$ cat src/bsc_cfg.svh
// Constants of the boundary-scan test port: codes, widths, reset values.
// Assumes inclusion by the package, the top module and the bench.
//
// Functional notes
// RL1: Instruction register is three bits, shifted LSB first; its code picks operation and path.
// RL2: Identification register shifts out on TDO LSB first, one bit per shift.
// RL3: Identification register is 32 bits: maker 1-11, part 12-27, revision 28-31.
// RL4: Identification bit 0 is always one, so it appears first on TDO.
// RL5: Bypass register is one bit, the shortest path from TDI to TDO.
// RL6: Input cells capture and can impose pin values; output cells control pins.
// RL7: Bidirectional cells sample as inputs and control the pin as outputs.
// RL8: Each bidirectional pin group has a control cell giving its enable in test.
// RL9: Chain positions run 128 down to 1; position 1 lies next to TDO.
// RL10: TAP controller has sixteen states, moving only on rising TCK by TMS.
// RL11: State graph has a data branch and an instruction branch, chosen by TMS.
// RL12: Codes 000 external test, 010 sample/preload, 001 identification.
// RL13: Code 111 bypass, 100 clamp via bypass, 101 outputs high impedance, 011 reserved.
// RL14: Five rising TCK with TMS high force reset state; reset loads identification code.
// RL15: Boundary outputs latch on falling TCK in update-data state only.
// RL16: Bypass bit captures zero in capture-data state.
// RL17: Outside external test, clamp and high impedance, cells pass functional signals.

`ifndef BSC_CFG_SVH
`define BSC_CFG_SVH

`define BSC_IR_WIDTH 3
`define BSC_ID_WIDTH 32
`define BSC_CHAIN_LEN 128

`define BSC_IR_EXTEST 3'h0
`define BSC_IR_IDCODE 3'h1
`define BSC_IR_SAMPLE 3'h2
`define BSC_IR_RESVD 3'h3
`define BSC_IR_CLAMP 3'h4
`define BSC_IR_HIGHZ 3'h5
`define BSC_IR_BYPASS 3'h7
`define BSC_IR_CAPTURE 3'h1

`define BSC_ID_FIXED_POS 0
`define BSC_ID_MAKER_LSB 1
`define BSC_ID_PART_LSB 12
`define BSC_ID_REV_LSB 28
// Arbitrary identity values, not any real part
`define BSC_ID_MAKER 11'h2a5
`define BSC_ID_PART 16'h1234
`define BSC_ID_REV 4'h1

`define BSC_CELL_IN_MASK 128'hff0000ff_9fffffc0_00000000_2db6db7f
`define BSC_RESET_TMS_RISES 3'h5

`endif

$ cat src/bsc_pkg.sv
// Types of the boundary-scan test port.
// Assumes bsc_cfg.svh is on the include path.
`include "bsc_cfg.svh"

package bsc_pkg;
  typedef enum logic [15:0] {
    st_tlr = 16'h0001,
    st_rti = 16'h0002,
    st_sel_dr = 16'h0004,
    st_cap_dr = 16'h0008,
    st_shf_dr = 16'h0010,
    st_ex1_dr = 16'h0020,
    st_pau_dr = 16'h0040,
    st_ex2_dr = 16'h0080,
    st_upd_dr = 16'h0100,
    st_sel_ir = 16'h0200,
    st_cap_ir = 16'h0400,
    st_shf_ir = 16'h0800,
    st_ex1_ir = 16'h1000,
    st_pau_ir = 16'h2000,
    st_ex2_ir = 16'h4000,
    st_upd_ir = 16'h8000
  } bsc_state_type;

  typedef logic [`BSC_IR_WIDTH-1:0] bsc_instr_type;
endpackage : bsc_pkg

$ cat src/bsc_sync.sv
// Two-stage synchroniser for pin levels entering the mclk_i domain.
// Assumes inputs are plain levels; no consumer reads the first stage.
`timescale 1ns/1ps

module bsc_sync #(
  parameter int WIDTH = 3
) (
  input wire logic mclk_i,
  input wire logic rstn_i,
  input wire logic [WIDTH-1:0] async_i,
  output logic [WIDTH-1:0] sync_o
);
  logic [WIDTH-1:0] meta_reg;
  logic [WIDTH-1:0] meta_next;
  logic [WIDTH-1:0] sync_reg;
  logic [WIDTH-1:0] sync_next;

  if (WIDTH < 1) begin : g_chk
    $error("bsc_sync width must be positive");
  end

  always_comb begin
    meta_next = async_i;
    sync_next = meta_reg;
  end

  always_ff @(posedge mclk_i) begin
    if (!rstn_i) begin
      meta_reg <= '0;
      sync_reg <= '0;
    end else begin
      meta_reg <= meta_next;
      sync_reg <= sync_next;
    end
  end

  assign sync_o = sync_reg;
endmodule : bsc_sync

$ cat src/bsc_tap_fsm.sv
// Sixteen-state TAP controller, stepped by a sampled rising TCK.
// Assumes tck_rise_i is a one-cycle pulse aligned with a stable tms_i.
`timescale 1ns/1ps

module bsc_tap_fsm (
  input wire logic mclk_i,
  input wire logic rstn_i,
  input wire logic tck_rise_i,
  input wire logic tms_i,
  output bsc_pkg::bsc_state_type state_o
);
  import bsc_pkg::*;

  bsc_state_type state_reg;
  bsc_state_type state_next;

  // ==========================================================
  // Next state
  always_comb begin
    state_next = state_reg;
    if (tck_rise_i) begin // see RL10
      case (state_reg) // see RL11
        st_tlr: state_next = tms_i ? st_tlr : st_rti;
        st_rti: state_next = tms_i ? st_sel_dr : st_rti;
        st_sel_dr: state_next = tms_i ? st_sel_ir : st_cap_dr;
        st_cap_dr: state_next = tms_i ? st_ex1_dr : st_shf_dr;
        st_shf_dr: state_next = tms_i ? st_ex1_dr : st_shf_dr;
        st_ex1_dr: state_next = tms_i ? st_upd_dr : st_pau_dr;
        st_pau_dr: state_next = tms_i ? st_ex2_dr : st_pau_dr;
        st_ex2_dr: state_next = tms_i ? st_upd_dr : st_shf_dr;
        st_upd_dr: state_next = tms_i ? st_sel_dr : st_rti;
        st_sel_ir: state_next = tms_i ? st_tlr : st_cap_ir;
        st_cap_ir: state_next = tms_i ? st_ex1_ir : st_shf_ir;
        st_shf_ir: state_next = tms_i ? st_ex1_ir : st_shf_ir;
        st_ex1_ir: state_next = tms_i ? st_upd_ir : st_pau_ir;
        st_pau_ir: state_next = tms_i ? st_ex2_ir : st_pau_ir;
        st_ex2_ir: state_next = tms_i ? st_upd_ir : st_shf_ir;
        st_upd_ir: state_next = tms_i ? st_sel_dr : st_rti;
        default: state_next = st_tlr;
      endcase
    end
  end

  always_ff @(posedge mclk_i) begin
    if (!rstn_i) begin
      state_reg <= st_tlr;
    end else begin
      state_reg <= state_next;
    end
  end

  assign state_o = state_reg;
endmodule : bsc_tap_fsm

$ cat src/bsc_top.sv
// Boundary-scan test port: TAP, instruction, identification, bypass, boundary chain.
// Assumes TCK, TMS, TDI come from pins; core and pin vectors sit on mclk_i.
`timescale 1ns/1ps
`include "bsc_cfg.svh"

module bsc_top #(
  parameter int CHAIN_LEN = `BSC_CHAIN_LEN,
  parameter logic [`BSC_CHAIN_LEN-1:0] CELL_IN_MASK = `BSC_CELL_IN_MASK
) (
  input wire logic mclk_i,
  input wire logic rstn_i,
  input wire logic tck_i,
  input wire logic tms_i,
  input wire logic tdi_i,
  output logic tdo_o,
  output logic tdo_oe_o,
  input wire logic [CHAIN_LEN-1:0] pin_in_i,
  input wire logic [CHAIN_LEN-1:0] core_out_i,
  output logic [CHAIN_LEN-1:0] pin_out_o,
  output logic [CHAIN_LEN-1:0] core_in_o,
  output logic pin_hiz_o
);
  import bsc_pkg::*;

  if (CHAIN_LEN != `BSC_CHAIN_LEN) begin : g_chk
    $error("boundary chain length must match the cell mask");
  end

  // ==========================================================
  // Pin sampling and TCK edges
  logic [2:0] pins_sync;
  logic tck_s;
  logic tms_s;
  logic tdi_s;
  logic tck_d_reg;
  logic tck_d_next;
  logic tck_rise;
  logic tck_fall;
  bsc_state_type state;

  bsc_sync #(
    .WIDTH(3)
  ) u_sync (
    .mclk_i(mclk_i),
    .rstn_i(rstn_i),
    .async_i({tck_i, tms_i, tdi_i}),
    .sync_o(pins_sync)
  );

  assign tck_s = pins_sync[2];
  assign tms_s = pins_sync[1];
  assign tdi_s = pins_sync[0];
  assign tck_rise = tck_s && !tck_d_reg;
  assign tck_fall = !tck_s && tck_d_reg;

  always_comb begin
    tck_d_next = tck_s;
  end

  always_ff @(posedge mclk_i) begin
    if (!rstn_i) begin
      tck_d_reg <= 1'b0;
    end else begin
      tck_d_reg <= tck_d_next;
    end
  end

  bsc_tap_fsm u_fsm (
    .mclk_i(mclk_i),
    .rstn_i(rstn_i),
    .tck_rise_i(tck_rise),
    .tms_i(tms_s),
    .state_o(state)
  );

  // ==========================================================
  // Instruction register
  bsc_instr_type ir_sh_reg;
  bsc_instr_type ir_sh_next;
  bsc_instr_type ir_reg;
  bsc_instr_type ir_next;
  logic chain_sel;
  logic id_sel;
  logic drive_test;
  logic core_test;

  always_comb begin
    ir_sh_next = ir_sh_reg;
    ir_next = ir_reg;
    if (state == st_tlr) begin
      ir_sh_next = `BSC_IR_IDCODE; // see RL14
      ir_next = `BSC_IR_IDCODE; // see RL14
    end else if (tck_rise && state == st_cap_ir) begin
      ir_sh_next = `BSC_IR_CAPTURE;
    end else if (tck_rise && state == st_shf_ir) begin
      ir_sh_next = {tdi_s, ir_sh_reg[`BSC_IR_WIDTH-1:1]}; // see RL1
    end else if (tck_fall && state == st_upd_ir) begin
      ir_next = ir_sh_reg; // see RL1
    end
  end

  always_ff @(posedge mclk_i) begin
    if (!rstn_i) begin
      ir_sh_reg <= `BSC_IR_IDCODE;
      ir_reg <= `BSC_IR_IDCODE;
    end else begin
      ir_sh_reg <= ir_sh_next;
      ir_reg <= ir_next;
    end
  end

  // Reserved code falls through to bypass, keeping the chain short
  assign chain_sel = (ir_reg == `BSC_IR_EXTEST) || (ir_reg == `BSC_IR_SAMPLE); // see RL12
  assign id_sel = (ir_reg == `BSC_IR_IDCODE); // see RL12
  assign drive_test = (ir_reg == `BSC_IR_EXTEST) || (ir_reg == `BSC_IR_CLAMP); // see RL13
  assign core_test = (ir_reg == `BSC_IR_EXTEST);

  // ==========================================================
  // Identification and bypass registers
  logic [`BSC_ID_WIDTH-1:0] id_sh_reg;
  logic [`BSC_ID_WIDTH-1:0] id_sh_next;
  logic [`BSC_ID_WIDTH-1:0] id_value;
  logic byp_reg;
  logic byp_next;

  always_comb begin
    id_value = '0;
    id_value[`BSC_ID_FIXED_POS] = 1'b1; // see RL4
    id_value[`BSC_ID_MAKER_LSB +: 11] = `BSC_ID_MAKER; // see RL3
    id_value[`BSC_ID_PART_LSB +: 16] = `BSC_ID_PART; // see RL3
    id_value[`BSC_ID_REV_LSB +: 4] = `BSC_ID_REV; // see RL3
  end

  always_comb begin
    id_sh_next = id_sh_reg;
    byp_next = byp_reg;
    if (tck_rise && state == st_cap_dr) begin
      if (id_sel) begin
        id_sh_next = id_value;
      end
      if (!chain_sel && !id_sel) begin
        byp_next = 1'b0; // see RL16
      end
    end else if (tck_rise && state == st_shf_dr) begin
      if (id_sel) begin
        id_sh_next = {tdi_s, id_sh_reg[`BSC_ID_WIDTH-1:1]}; // see RL2
      end
      if (!chain_sel && !id_sel) begin
        byp_next = tdi_s; // see RL5
      end
    end
  end

  always_ff @(posedge mclk_i) begin
    if (!rstn_i) begin
      id_sh_reg <= '0;
      byp_reg <= 1'b0;
    end else begin
      id_sh_reg <= id_sh_next;
      byp_reg <= byp_next;
    end
  end

  // ==========================================================
  // Boundary chain; bit index is position minus one
  logic [CHAIN_LEN-1:0] chain_sh_reg;
  logic [CHAIN_LEN-1:0] chain_sh_next;
  logic [CHAIN_LEN-1:0] chain_upd_reg;
  logic [CHAIN_LEN-1:0] chain_upd_next;
  logic [CHAIN_LEN-1:0] cell_cap;
  logic [CHAIN_LEN-1:0] pin_out_reg;
  logic [CHAIN_LEN-1:0] pin_out_next;
  logic [CHAIN_LEN-1:0] core_in_reg;
  logic [CHAIN_LEN-1:0] core_in_next;
  logic pin_hiz_reg;
  logic pin_hiz_next;

  for (genvar i = 0; i < CHAIN_LEN; i++) begin : g_cell
    // Input and bidirectional cells watch the pin; output and control cells the core
    assign cell_cap[i] = CELL_IN_MASK[i] ? pin_in_i[i] : core_out_i[i]; // see RL6
    always_comb begin
      pin_out_next[i] = drive_test ? chain_upd_reg[i] : core_out_i[i]; // see RL7
      core_in_next[i] = core_test ? chain_upd_reg[i] : pin_in_i[i]; // see RL17
    end
  end

  always_comb begin
    chain_sh_next = chain_sh_reg;
    chain_upd_next = chain_upd_reg;
    pin_hiz_next = (ir_reg == `BSC_IR_HIGHZ); // see RL13
    if (chain_sel && tck_rise && state == st_cap_dr) begin
      chain_sh_next = cell_cap; // see RL6
    end else if (chain_sel && tck_rise && state == st_shf_dr) begin
      chain_sh_next = {tdi_s, chain_sh_reg[CHAIN_LEN-1:1]}; // see RL9
    end
    if (chain_sel && tck_fall && state == st_upd_dr) begin
      chain_upd_next = chain_sh_reg; // see RL15
    end
  end

  always_ff @(posedge mclk_i) begin
    if (!rstn_i) begin
      chain_sh_reg <= '0;
      chain_upd_reg <= '0;
      pin_out_reg <= '0;
      core_in_reg <= '0;
      pin_hiz_reg <= 1'b0;
    end else begin
      chain_sh_reg <= chain_sh_next;
      chain_upd_reg <= chain_upd_next;
      pin_out_reg <= pin_out_next; // see RL8
      core_in_reg <= core_in_next;
      pin_hiz_reg <= pin_hiz_next;
    end
  end

  assign pin_out_o = pin_out_reg;
  assign core_in_o = core_in_reg;
  assign pin_hiz_o = pin_hiz_reg;

  // ==========================================================
  // TDO changes on falling TCK, so the tester samples a settled bit
  logic tdo_reg;
  logic tdo_next;
  logic tdo_oe_reg;
  logic tdo_oe_next;
  logic shifting;
  logic serial_out;

  assign shifting = (state == st_shf_dr) || (state == st_shf_ir);

  always_comb begin
    if (state == st_shf_ir) begin
      serial_out = ir_sh_reg[0];
    end else if (chain_sel) begin
      serial_out = chain_sh_reg[0]; // see RL9
    end else if (id_sel) begin
      serial_out = id_sh_reg[0]; // see RL2
    end else begin
      serial_out = byp_reg; // see RL5
    end
    tdo_next = tdo_reg;
    tdo_oe_next = tdo_oe_reg;
    if (tck_fall) begin
      tdo_next = shifting ? serial_out : 1'b0;
      tdo_oe_next = shifting;
    end
  end

  always_ff @(posedge mclk_i) begin
    if (!rstn_i) begin
      tdo_reg <= 1'b0;
      tdo_oe_reg <= 1'b0;
    end else begin
      tdo_reg <= tdo_next;
      tdo_oe_reg <= tdo_oe_next;
    end
  end

  assign tdo_o = tdo_reg;
  assign tdo_oe_o = tdo_oe_reg;

  // ==========================================================
  // Checks
  logic [2:0] tms_hi_reg;
  logic [2:0] tms_hi_next;

  always_comb begin
    tms_hi_next = tms_hi_reg;
    if (tck_rise) begin
      tms_hi_next = !tms_s ? 3'h0 :
        (tms_hi_reg == `BSC_RESET_TMS_RISES) ? tms_hi_reg : tms_hi_reg + 3'h1;
    end
  end

  always_ff @(posedge mclk_i) begin
    if (!rstn_i) begin
      tms_hi_reg <= 3'h0;
    end else begin
      tms_hi_reg <= tms_hi_next;
    end
  end
endmodule : bsc_top

$ cat config.mk
export PLATFORM = sky130hd
export DESIGN_NAME = bsc_top
export DESIGN_NICKNAME = d
export VERILOG_FILES = /design/src/bsc_pkg.sv /design/src/bsc_sync.sv /design/src/bsc_tap_fsm.sv /design/src/bsc_top.sv
export VERILOG_INCLUDE_DIRS = /design/src
export SDC_FILE = /design/constraint.sdc
export NUM_CORES = 1
export LEC_CHECK = 0
export BUFFER_PORTS_ARGS = -buffer_cell sky130_fd_sc_hd__buf_4
export CAP_MARGIN = 0
export CORE_ASPECT_RATIO = 1.75
export CORE_MARGIN = 2
export CORE_UTILIZATION = 35
export DETAILED_ROUTE_END_ITERATION = 10
export PLACE_DENSITY_LB_ADDON = 0.15
export REMOVE_ABC_BUFFERS = 1
export SLEW_MARGIN = 20
export SYNTH_ARGS = -nofsm -noshare
export SYNTH_HDL_FRONTEND = slang
export SYNTH_SLANG_ARGS = --single-unit
$ cat constraint.sdc
create_clock -name mclk_i -period 4.9 [get_ports mclk_i]
set_input_delay 0.49 -clock mclk_i [delete_from_list [all_inputs] [get_ports mclk_i]]
set_output_delay 0.49 -clock mclk_i [all_outputs]
set_load 0.005 [all_outputs]
## Word level (Yosys, flattened, before mapping)

Index checks and enable logic that the tools add are counted.

- Output and inout port bits: 259
- Bits in registers: 577
- Input port bits: 261
- Word-level logic and storage cells: 354

- Multiplexer cells: 283
- Bitwise gates (word level): 3
- Equality and inequality tests: 22
- Reductions and logical operators: 31

Operators by type and width:

| kind | count |
|---|---|
| 2-to-1 mux 1 bit | 264 |
| 2-to-1 mux 128 bit | 2 |
| case mux 16 bit (12 select lines) | 1 |
| 2-to-1 mux 32 bit | 4 |
| 2-to-1 mux 16 bit | 2 |
| 2-to-1 mux 9 bit | 2 |
| equality test 16 x 1 -> 1 bit (second input constant) | 1 |
| equality test 16 x 10 -> 1 bit (second input constant) | 1 |
| equality test 16 x 11 -> 1 bit (second input constant) | 1 |
| equality test 16 x 12 -> 1 bit (second input constant) | 1 |
| equality test 16 x 13 -> 1 bit (second input constant) | 1 |
| equality test 16 x 14 -> 1 bit (second input constant) | 1 |
| equality test 16 x 15 -> 1 bit (second input constant) | 1 |
| equality test 16 bit (second input constant) | 1 |
| equality test 16 x 2 -> 1 bit (second input constant) | 1 |
| equality test 16 x 3 -> 1 bit (second input constant) | 1 |
| equality test 16 x 4 -> 1 bit (second input constant) | 1 |
| equality test 16 x 5 -> 1 bit (second input constant) | 1 |
| equality test 16 x 6 -> 1 bit (second input constant) | 1 |
| equality test 16 x 7 -> 1 bit (second input constant) | 1 |
| equality test 16 x 8 -> 1 bit (second input constant) | 1 |
| equality test 16 x 9 -> 1 bit (second input constant) | 1 |
| 2-to-1 mux 15 bit | 1 |
| logical AND 1 bit | 13 |
| 20 further kinds | 34 |

## Longest topological paths before layout

Gate-level depths: netlist of run 1.

- Depth after elaboration: 7
- Depth in mapped cells: 9

## By module

Synthesis of run 1 repeated with hierarchy kept, for this count alone.

- Cells, all modules: 2981
- Area, all modules: 23914.2 um^2

Modules (own cells, without submodules):

| module | cells an instance | sequential area each (um^2) | instances | area an instance (um^2) |
|---|---|---|---|---|
| bsc_top | 2826 | 11110.7 | 1 | 22628.0 |
| bsc_tap_fsm | 143 | 320.3 | 1 | 1128.6 |
| bsc_sync | 12 | 120.1 | 1 | 157.7 |

## Least setup slack after synthesis of run 1

OpenSTA, ideal clock, no wires.

- Path kind: register to register
- From: register u_fsm.state_reg[4], in the netlist u_fsm.state_o[4]
- To: register chain_sh_reg[101]
- Data arrival time: 2.039 ns
- Path slack: 2.740 ns
- Library setup time: 0.121 ns
- Cell stages (with the launch flop): 10
- Period minus slack after synthesis: 2.160 ns
- Cells stage by stage: dfxtp_1 > buf_2 > nor4_4 > nand3_1 > or2_1 > clkbuf_1 > buf_2 > buf_2 > o221ai_1 > a21boi_1

- Cells in the longest elaborated chain, start to end: 3
- Elaborated cells on any way between the ends: 6

Ends and longest elaborated chain:

| element | line | text |
|---|---|---|
| from (decl) | bsc_tap_fsm.sv:14 | `bsc_state_type state_reg;` |
| from (signal assigned) | bsc_tap_fsm.sv:46 | `state_reg <= st_tlr;` |
| from (signal assigned) | bsc_tap_fsm.sv:48 | `state_reg <= state_next;` |
| equality test 16 x 4 -> 1 bit or equality test 16 x 5 -> 1 bit (tied branches) | bsc_top.sv:191, bsc_top.sv:193 |  |
| logical AND 1 bit, on equally long branches | bsc_top.sv:191, bsc_top.sv:193 |  |
| 2-to-1 mux 128 bit or nonzero test 2 bit (tied branches) | - |  |
| to (signal assigned) | bsc_top.sv:209 | `chain_sh_reg <= chain_sh_next;` |
| to (decl) | bsc_top.sv:166 | `logic [CHAIN_LEN-1:0] chain_sh_reg;` |

Parallel ways exist; a longest one is shown, timed or not.
A chain may end at the register's enable or synchronous reset.

## Final worst setup path of run 1

- From: register u_fsm.state_reg[4], in the netlist u_fsm.state_o[4]
- To: register chain_sh_reg[23]

Same word-level chain as after synthesis.

==> results of run 1 <==
-- worst paths after layout --
path / slack (ns) / to / startpoint
worst max-delay path: 1.93 / chain_sh_reg[23] / u_fsm.state_o[4]
worst min register to register: 0.44 / u_sync.sync_o[2] / u_sync.meta_reg[2]
worst min-delay path: 0.08 / u_sync.meta_reg[0] / tdi_i
worst max register to register: 1.93 / chain_sh_reg[23] / u_fsm.state_o[4]
-- worst register-to-register path: stages, from the launching register on --
cell	delay, ns
dfxtp_1	0.49
nor4b_1	0.63
a22oi_1	0.29
or4_4	0.79
buf_4	0.42
nand2_1	0.17
a21boi_1	0.07
-- area by class of cell --
class,count,area share
Tap cell,812,0.0355
Clock inverter,13,0.00564
Inverter,1,0.000131
Sequential cell,577,0.403
Clock buffer,88,0.0577
Multi-Input combinational cell,1811,0.351
Timing Repair Buffer,546,0.146
Antenna cell,3,0.000262
-- cell usage in the layout (no fill, tap or decap), drive strengths merged, types with 10 or more instances in the layout --
cell type,instances
a21boi,539
and2,11
buf,546
clkbuf,88
dfxtp,577
nand2,940
nand3,29
nor2,31
nor2b,12
nor3,16
nor3b,15
nor4,10
o21ai,12
o221ai,129
-- per-layer routing --
layer  GRT usage  share of wire  up-vias
met5           0              0        -
met4      0.0717          0.029        0
met3      0.0363          0.052      111
met2       0.393           0.52      563
met1       0.245           0.40     9416
li1            -              -     9589
-- logic make-up after synthesis --
kind of cell           synth area share
flip-flops                        0.513
XOR/XNOR                        0.00117
AO/OA/AOI/OAI                     0.240
AND/OR/NAND/NOR                   0.201
multiplexers                    0.00178
buffers and inverters            0.0426
-- power by group --
part,internal (W),switching (W),leakage (nW)
logic,0.000373,0.000259,5.65
clock network,0.00246,0.00188,0.888
registers,0.00481,0.0000379,4.72
-- cell usage after synthesis, drive strengths merged (5+ instances only) --
cell and n:
a21boi 539, and2 11, buf 74, clkbuf 156, dfxtp 577, nand2 940
nand3 29, nor2 31, nor2b 12, nor3 16, nor3b 15, nor4 10
nor4b 7, o21ai 12, o221ai 129, or2 6, or3 5, or4 6
-- metrics by stage --
stage                     hold slack, ns  cells  instance area [sq um]  TNS (ns)  setup WS [ns]
after floorplan                    0.412   2389                  21600  -1425.29          -5.72
after global placement             0.417   3747                  26800         0           2.12
after detailed placement           0.430   3747                  26800         0           2.01
after CTS                         0.0309   3848                  28600         0           2.00
after global routing              0.0596   3851                  28600         0           1.75
final                             0.0819   3851                  28600         0           1.93
==> results.py, run 1 <==
metrics = {
    "floorplan": {
        "die_h_microns": 340,
        "start_util": 0.352,
        "fp.dieW_microns": 196,
        "core_area_sq_mm": 0.0640,
        "die-area_sq_mm": 0.0664,
        "rows": 123,
        "io_pins": 520,
    },
    "pwr": {
        "leakagePower_nw": 11.3,
        "p_total_w": 0.00982,
        "powerDensity_mw_per_mm2": 343,
        "max-vdd-ir-drop_mv": 0.290,
    },
    "job": {
        "maxCapViolations": 0,
    },
    "detailed_routing": {
        "routed_wl_microns": 73100,
        "drtPass1Iterations": 5,
        "avgRoutedWirePerCell_microns": 19.0,
        "drt_iter0_drc": 1078,
        "vias": 19679,
        "drc_errors": 0,
        "viasPerCell": 5.11,
        "ant_nets": 0,
    },
    "finish": {
        "num-nets-final": 3253,
        "n_fill_cell": 6379,
        "syn_to_final_growth_pct": 27.2,
        "regArea_sq_mm": 0.0116,
        "multiInputGateArea_sq_mm": 0.0101,
        "fin_util": 0.447,
        "drive_gt1_frac": 0.214,
    },
    "clock_network": {
        "htreeDepth": 2,
        "postCtsSetupBuffers": 0,
        "cts_buffers": 55,
        "cts_tree": "built",
        "post_cts_resized": 0,
        "clock-sinks": 577,
        "clk_latency_ns": 0.62,
        "clock_path_buffers": 3,
        "cts-root-buf": "clkbuf_16",
        "clk_pin_slew_worst_paths_ns": 0.07,
        "cts_hold_buf": 0,
    },
    "worst_setup_path": {
        "ff2ff_path_depth": 6,
        "path_class": "register to register",
        "cpLargestDelayFamily": "simple AND/OR/NAND/NOR gates",
        "crit_slowest_cell": "or4_4",
        "critPathBufInv": 1,
        "cp.required_ns": 5.40,
        "cp.arrival_ns": 3.47,
        "end_kind": "register",
        "cpPeakStageDelay_ns": 0.79,
        "crit_chain": "nor4b_1, a22oi_1, or4_4, buf_4, nand2_1, a21boi_1",
        "worstPathMaxFanout": 56,
        "cp.depth": 6,
        "start_kind": "register",
    },
    "synthesis": {
        "synth_area_sq_mm": 0.0225,
        "synth_top_cells_by_area": "dfxtp_1 (51%), nand2_1 (16%), a21boi_1 (9.1%), a21boi_0 (8.8%), o221ai_1 (5.0%)",
        "synth-edff-count": 0,
        "synth_top_area_cell": "dfxtp_1",
        "synth_top_area_share": 0.513,
        "synthArstFlopShare": 0,
        "syn_inst": 2619,
        "ys_warn_count": 0,
        "syn-mean-instance-area_sq_um": 8.60,
        "yosysSeqAreaShare": 0.513,
        "ys_ff_latch": 577,
        "synthFlopType": "dfxtp_1",
        "synth_cell_types": 48,
    },
    "sta": {
        "skew_ns": 0.0153,
        "rsz0062_at_grt": "no",
        "hold_viol_final": 0,
        "setup_violations": 0,
        "slew-limit-headroom": 0.276,
        "drv_slew": 0,
        "fin_crit_sh": 0.606,
        "period_needed_ns": 2.97,
        "worst_pin_slew_ns": 1.09,
        "fmax_ghz": 0.337,
    },
    "placement": {
        "portBuffers": 519,
        "place_congestion": 0.838,
        "dpl.hpwl_microns": 49200,
    },
    "global_routing": {
        "antenna_found_initial": 3,
        "grt-ovfl-total": 0,
        "grt_pass1_vias": 19629,
        "grt_usage": 0.212,
        "grt_max_degree": 142,
        "grt_first_pass_wirelength_microns": 112000,
    },
    "outcome": {
        "status": "complete, no violations",
    },
    "hold_path": {
        "hold_path.class": "input pin to register",
        "hold_depth": 2,
    },
}
(Power assumes the default switching activity.)
==> inputs of run 2 (changes only) <==
- clock period: 4.9 -> 3 ns (I/O delays scaled with it)
==> run 2 against run 1 <==
  * Via count up 5.4%
  * Sequential share of layout area down 3.7 points
  * Register-to-register slack worse by 1.6 ns
  * Largest cell class unchanged
  * Largest power group unchanged
==> results.py, run 2 (synthesis gave the netlist of run 1 again) <==
metrics = {
    "sta": {
        "setup_violations": 0,
        "tns_ns": 0,
        "period_needed_ns": 2.71,
        "rsz0062_at_grt": "no",
        "worst_pin_slew_ns": 0.638,
        "drv_slew": 0,
        "skew_ns": 0.0110,
        "fmax_ghz": 0.369,
        "hold_viol_final": 0,
        "slew-limit-headroom": 0.574,
        "fin_crit_sh": 0.904,
    },
    "floorplan": {
        "rows": 123,
        "start_util": 0.352,
        "fp.dieW_microns": 196,
        "core_area_sq_mm": 0.0640,
        "die-area_sq_mm": 0.0664,
        "io_pins": 520,
        "die_h_microns": 340,
    },
    "clock_network": {
        "clk_latency_ns": 0.62,
        "clock_path_buffers": 3,
        "clock-sinks": 577,
        "post_cts_resized": 0,
        "cts_buffers": 53,
        "htreeDepth": 2,
        "postCtsSetupBuffers": 0,
        "cts-root-buf": "clkbuf_16",
        "clk_pin_slew_worst_paths_ns": 0.07,
        "cts_tree": "built",
    },
    "placement": {
        "placed_area_sq_mm": 0.0272,
        "place_congestion": 0.839,
        "portBuffers": 519,
        "place_inst": 3769,
        "dpl.hpwl_microns": 50100,
    },
    "global_routing": {
        "met1_usage": 0.261,
        "use_met3": 0.0357,
        "grt-busiest-layer": "met2",
        "grt_pass1_vias": 20856,
        "grt_use_met2": 0.408,
        "grt_usage": 0.223,
        "grt_first_pass_wirelength_microns": 118000,
        "grt-ovfl-total": 0,
        "antenna_found_initial": 5,
        "grt_max_degree": 99,
    },
    "finish": {
        "syn_to_final_growth_pct": 39.8,
        "final_cells": 4114,
        "fin_util": 0.492,
        "regArea_sq_mm": 0.0116,
        "drive_gt1_frac": 0.205,
        "final_common_cell": "nand2_1",
        "num-nets-final": 3522,
        "n_fill_cell": 6027,
        "fin_area_sq_mm": 0.0315,
        "final_cell_mix": "nand2_1 (940), dfxtp_1 (577), buf_4 (544)",
        "multiInputGateArea_sq_mm": 0.0101,
    },
    "detailed_routing": {
        "viasPerCell": 5.04,
        "ant_nets": 0,
        "drt_iter0_drc": 1118,
        "drc_errors": 0,
        "drtPass1Iterations": 5,
        "vias": 20744,
        "routed_wl_microns": 75800,
        "avgRoutedWirePerCell_microns": 18.4,
    },
    "worst_setup_path": {
        "crit_path_end": "chain_sh_reg[38]",
        "start_kind": "register",
        "ff2ff_path_depth": 6,
        "rrSetupSlack_ns": 0.29,
        "worstPathMaxFanout": 77,
        "r2r-end": "chain_sh_reg[38]",
        "worstReg2RegStart": "u_fsm.state_o[4]",
        "path_class": "register to register",
        "cp.required_ns": 3.55,
        "end_kind": "register",
        "cp.arrival_ns": 3.26,
        "startpoint": "u_fsm.state_o[4]",
    },
    "pwr": {
        "leakagePower_nw": 12.5,
        "max-vdd-ir-drop_mv": 0.417,
        "powerDensity_mw_per_mm2": 518,
    },
    "job": {
        "maxCapViolations": 0,
    },
    "outcome": {
        "status": "complete, no violations",
    },
    "hold_path": {
        "hold_path.class": "input pin to register",
    },
}
[run 2: cell count changes in the layout (fill, tap and decap cells not counted), moves of 2 or more]
cell           change
clkbuf_1          -11
clkinv_2           +3
dlygate4sd3_1    +249
clkbuf_8           +3
buf_12            +17
buf_4              +5
clkbuf_16          -2
[run 2: report_power, final]
group	switching (W)	internal (W)	leakage (nW)	total (W)
registers	0.0000629	0.00785	4.72	0.00791
clock network	0.00305	0.00403	0.893	0.00708
logic	0.000491	0.000825	6.87	0.00132
total	0.00360	0.0127	12.5	0.0163
[run 2: area by class of cell]
cell class / instances / share of cell area
Sequential cell: 577 / 0.367
Multi-Input combinational cell: 1811 / 0.319
Timing Repair Buffer: 817 / 0.224
Clock buffer: 78 / 0.0509
Tap cell: 812 / 0.0323
Clock inverter: 16 / 0.00628
Antenna cell: 2 / 0.000159
Inverter: 1 / 0.000119
[run 2: what timing repair did]
item / 4_1_cts / 5_1_grt
hold buffers: 248 / 1
hold endpoints to repair: 249 / 1
endpoints found under the setup margin: 0 / 0
[run 2: worst max-delay path: stages, from the launching register on]
cell and delay [ns]:
dfxtp_1 0.50, nor4b_1 0.54, a22oi_1 0.27, nor4_2 0.48, buf_12 0.39, o221ai_1 0.22
a21boi_1 0.16
[run 2: worst min path at each step]
stage | from | endpoint | slack (ns) | cells past startpoint
after CTS | pin_in_i[77] | core_in_o[77] | 0.005 | 3
after global routing | pin_in_i[77] | core_in_o[77] | 0.006 | 3
after floorplan | u_sync.meta_reg[0] | u_sync.sync_o[0] | 0.41 | 1
after detailed placement | u_sync.meta_reg[2] | u_sync.sync_o[2] | 0.42 | 1
after global placement | u_sync.meta_reg[0] | u_sync.sync_o[0] | 0.42 | 1
final | pin_in_i[79] | core_in_o[79] | 0.02 | 3
[run 2: per-stage QoR]
| stage | hold slack [ns] | power (W) | setup slack, ns |
|---|---|---|---|
| 2_1_floorplan | 0.412 | 0.00834 | -7.62 |
| 3_3_place_gp | 0.420 | 0.00913 | 0.388 |
| 3_5_place_dp | 0.419 | 0.00914 | 0.392 |
| 4_1_cts | 0.00500 | 0.0165 | 0.354 |
| 5_1_grt | 0.00639 | 0.0169 | 0.143 |
| 6_report | 0.0238 | 0.0163 | 0.288 |
[run 2: metal layers]
| layer | vias to the layer above | routed length [microns] |
|---|---|---|
| li1 | 10121 | - |
| met1 | 9801 | 31100 |
| met2 | 674 | 38400 |
| met3 | 144 | 3850 |
| met4 | 4 | 2470 |
| met5 | - | 27 |
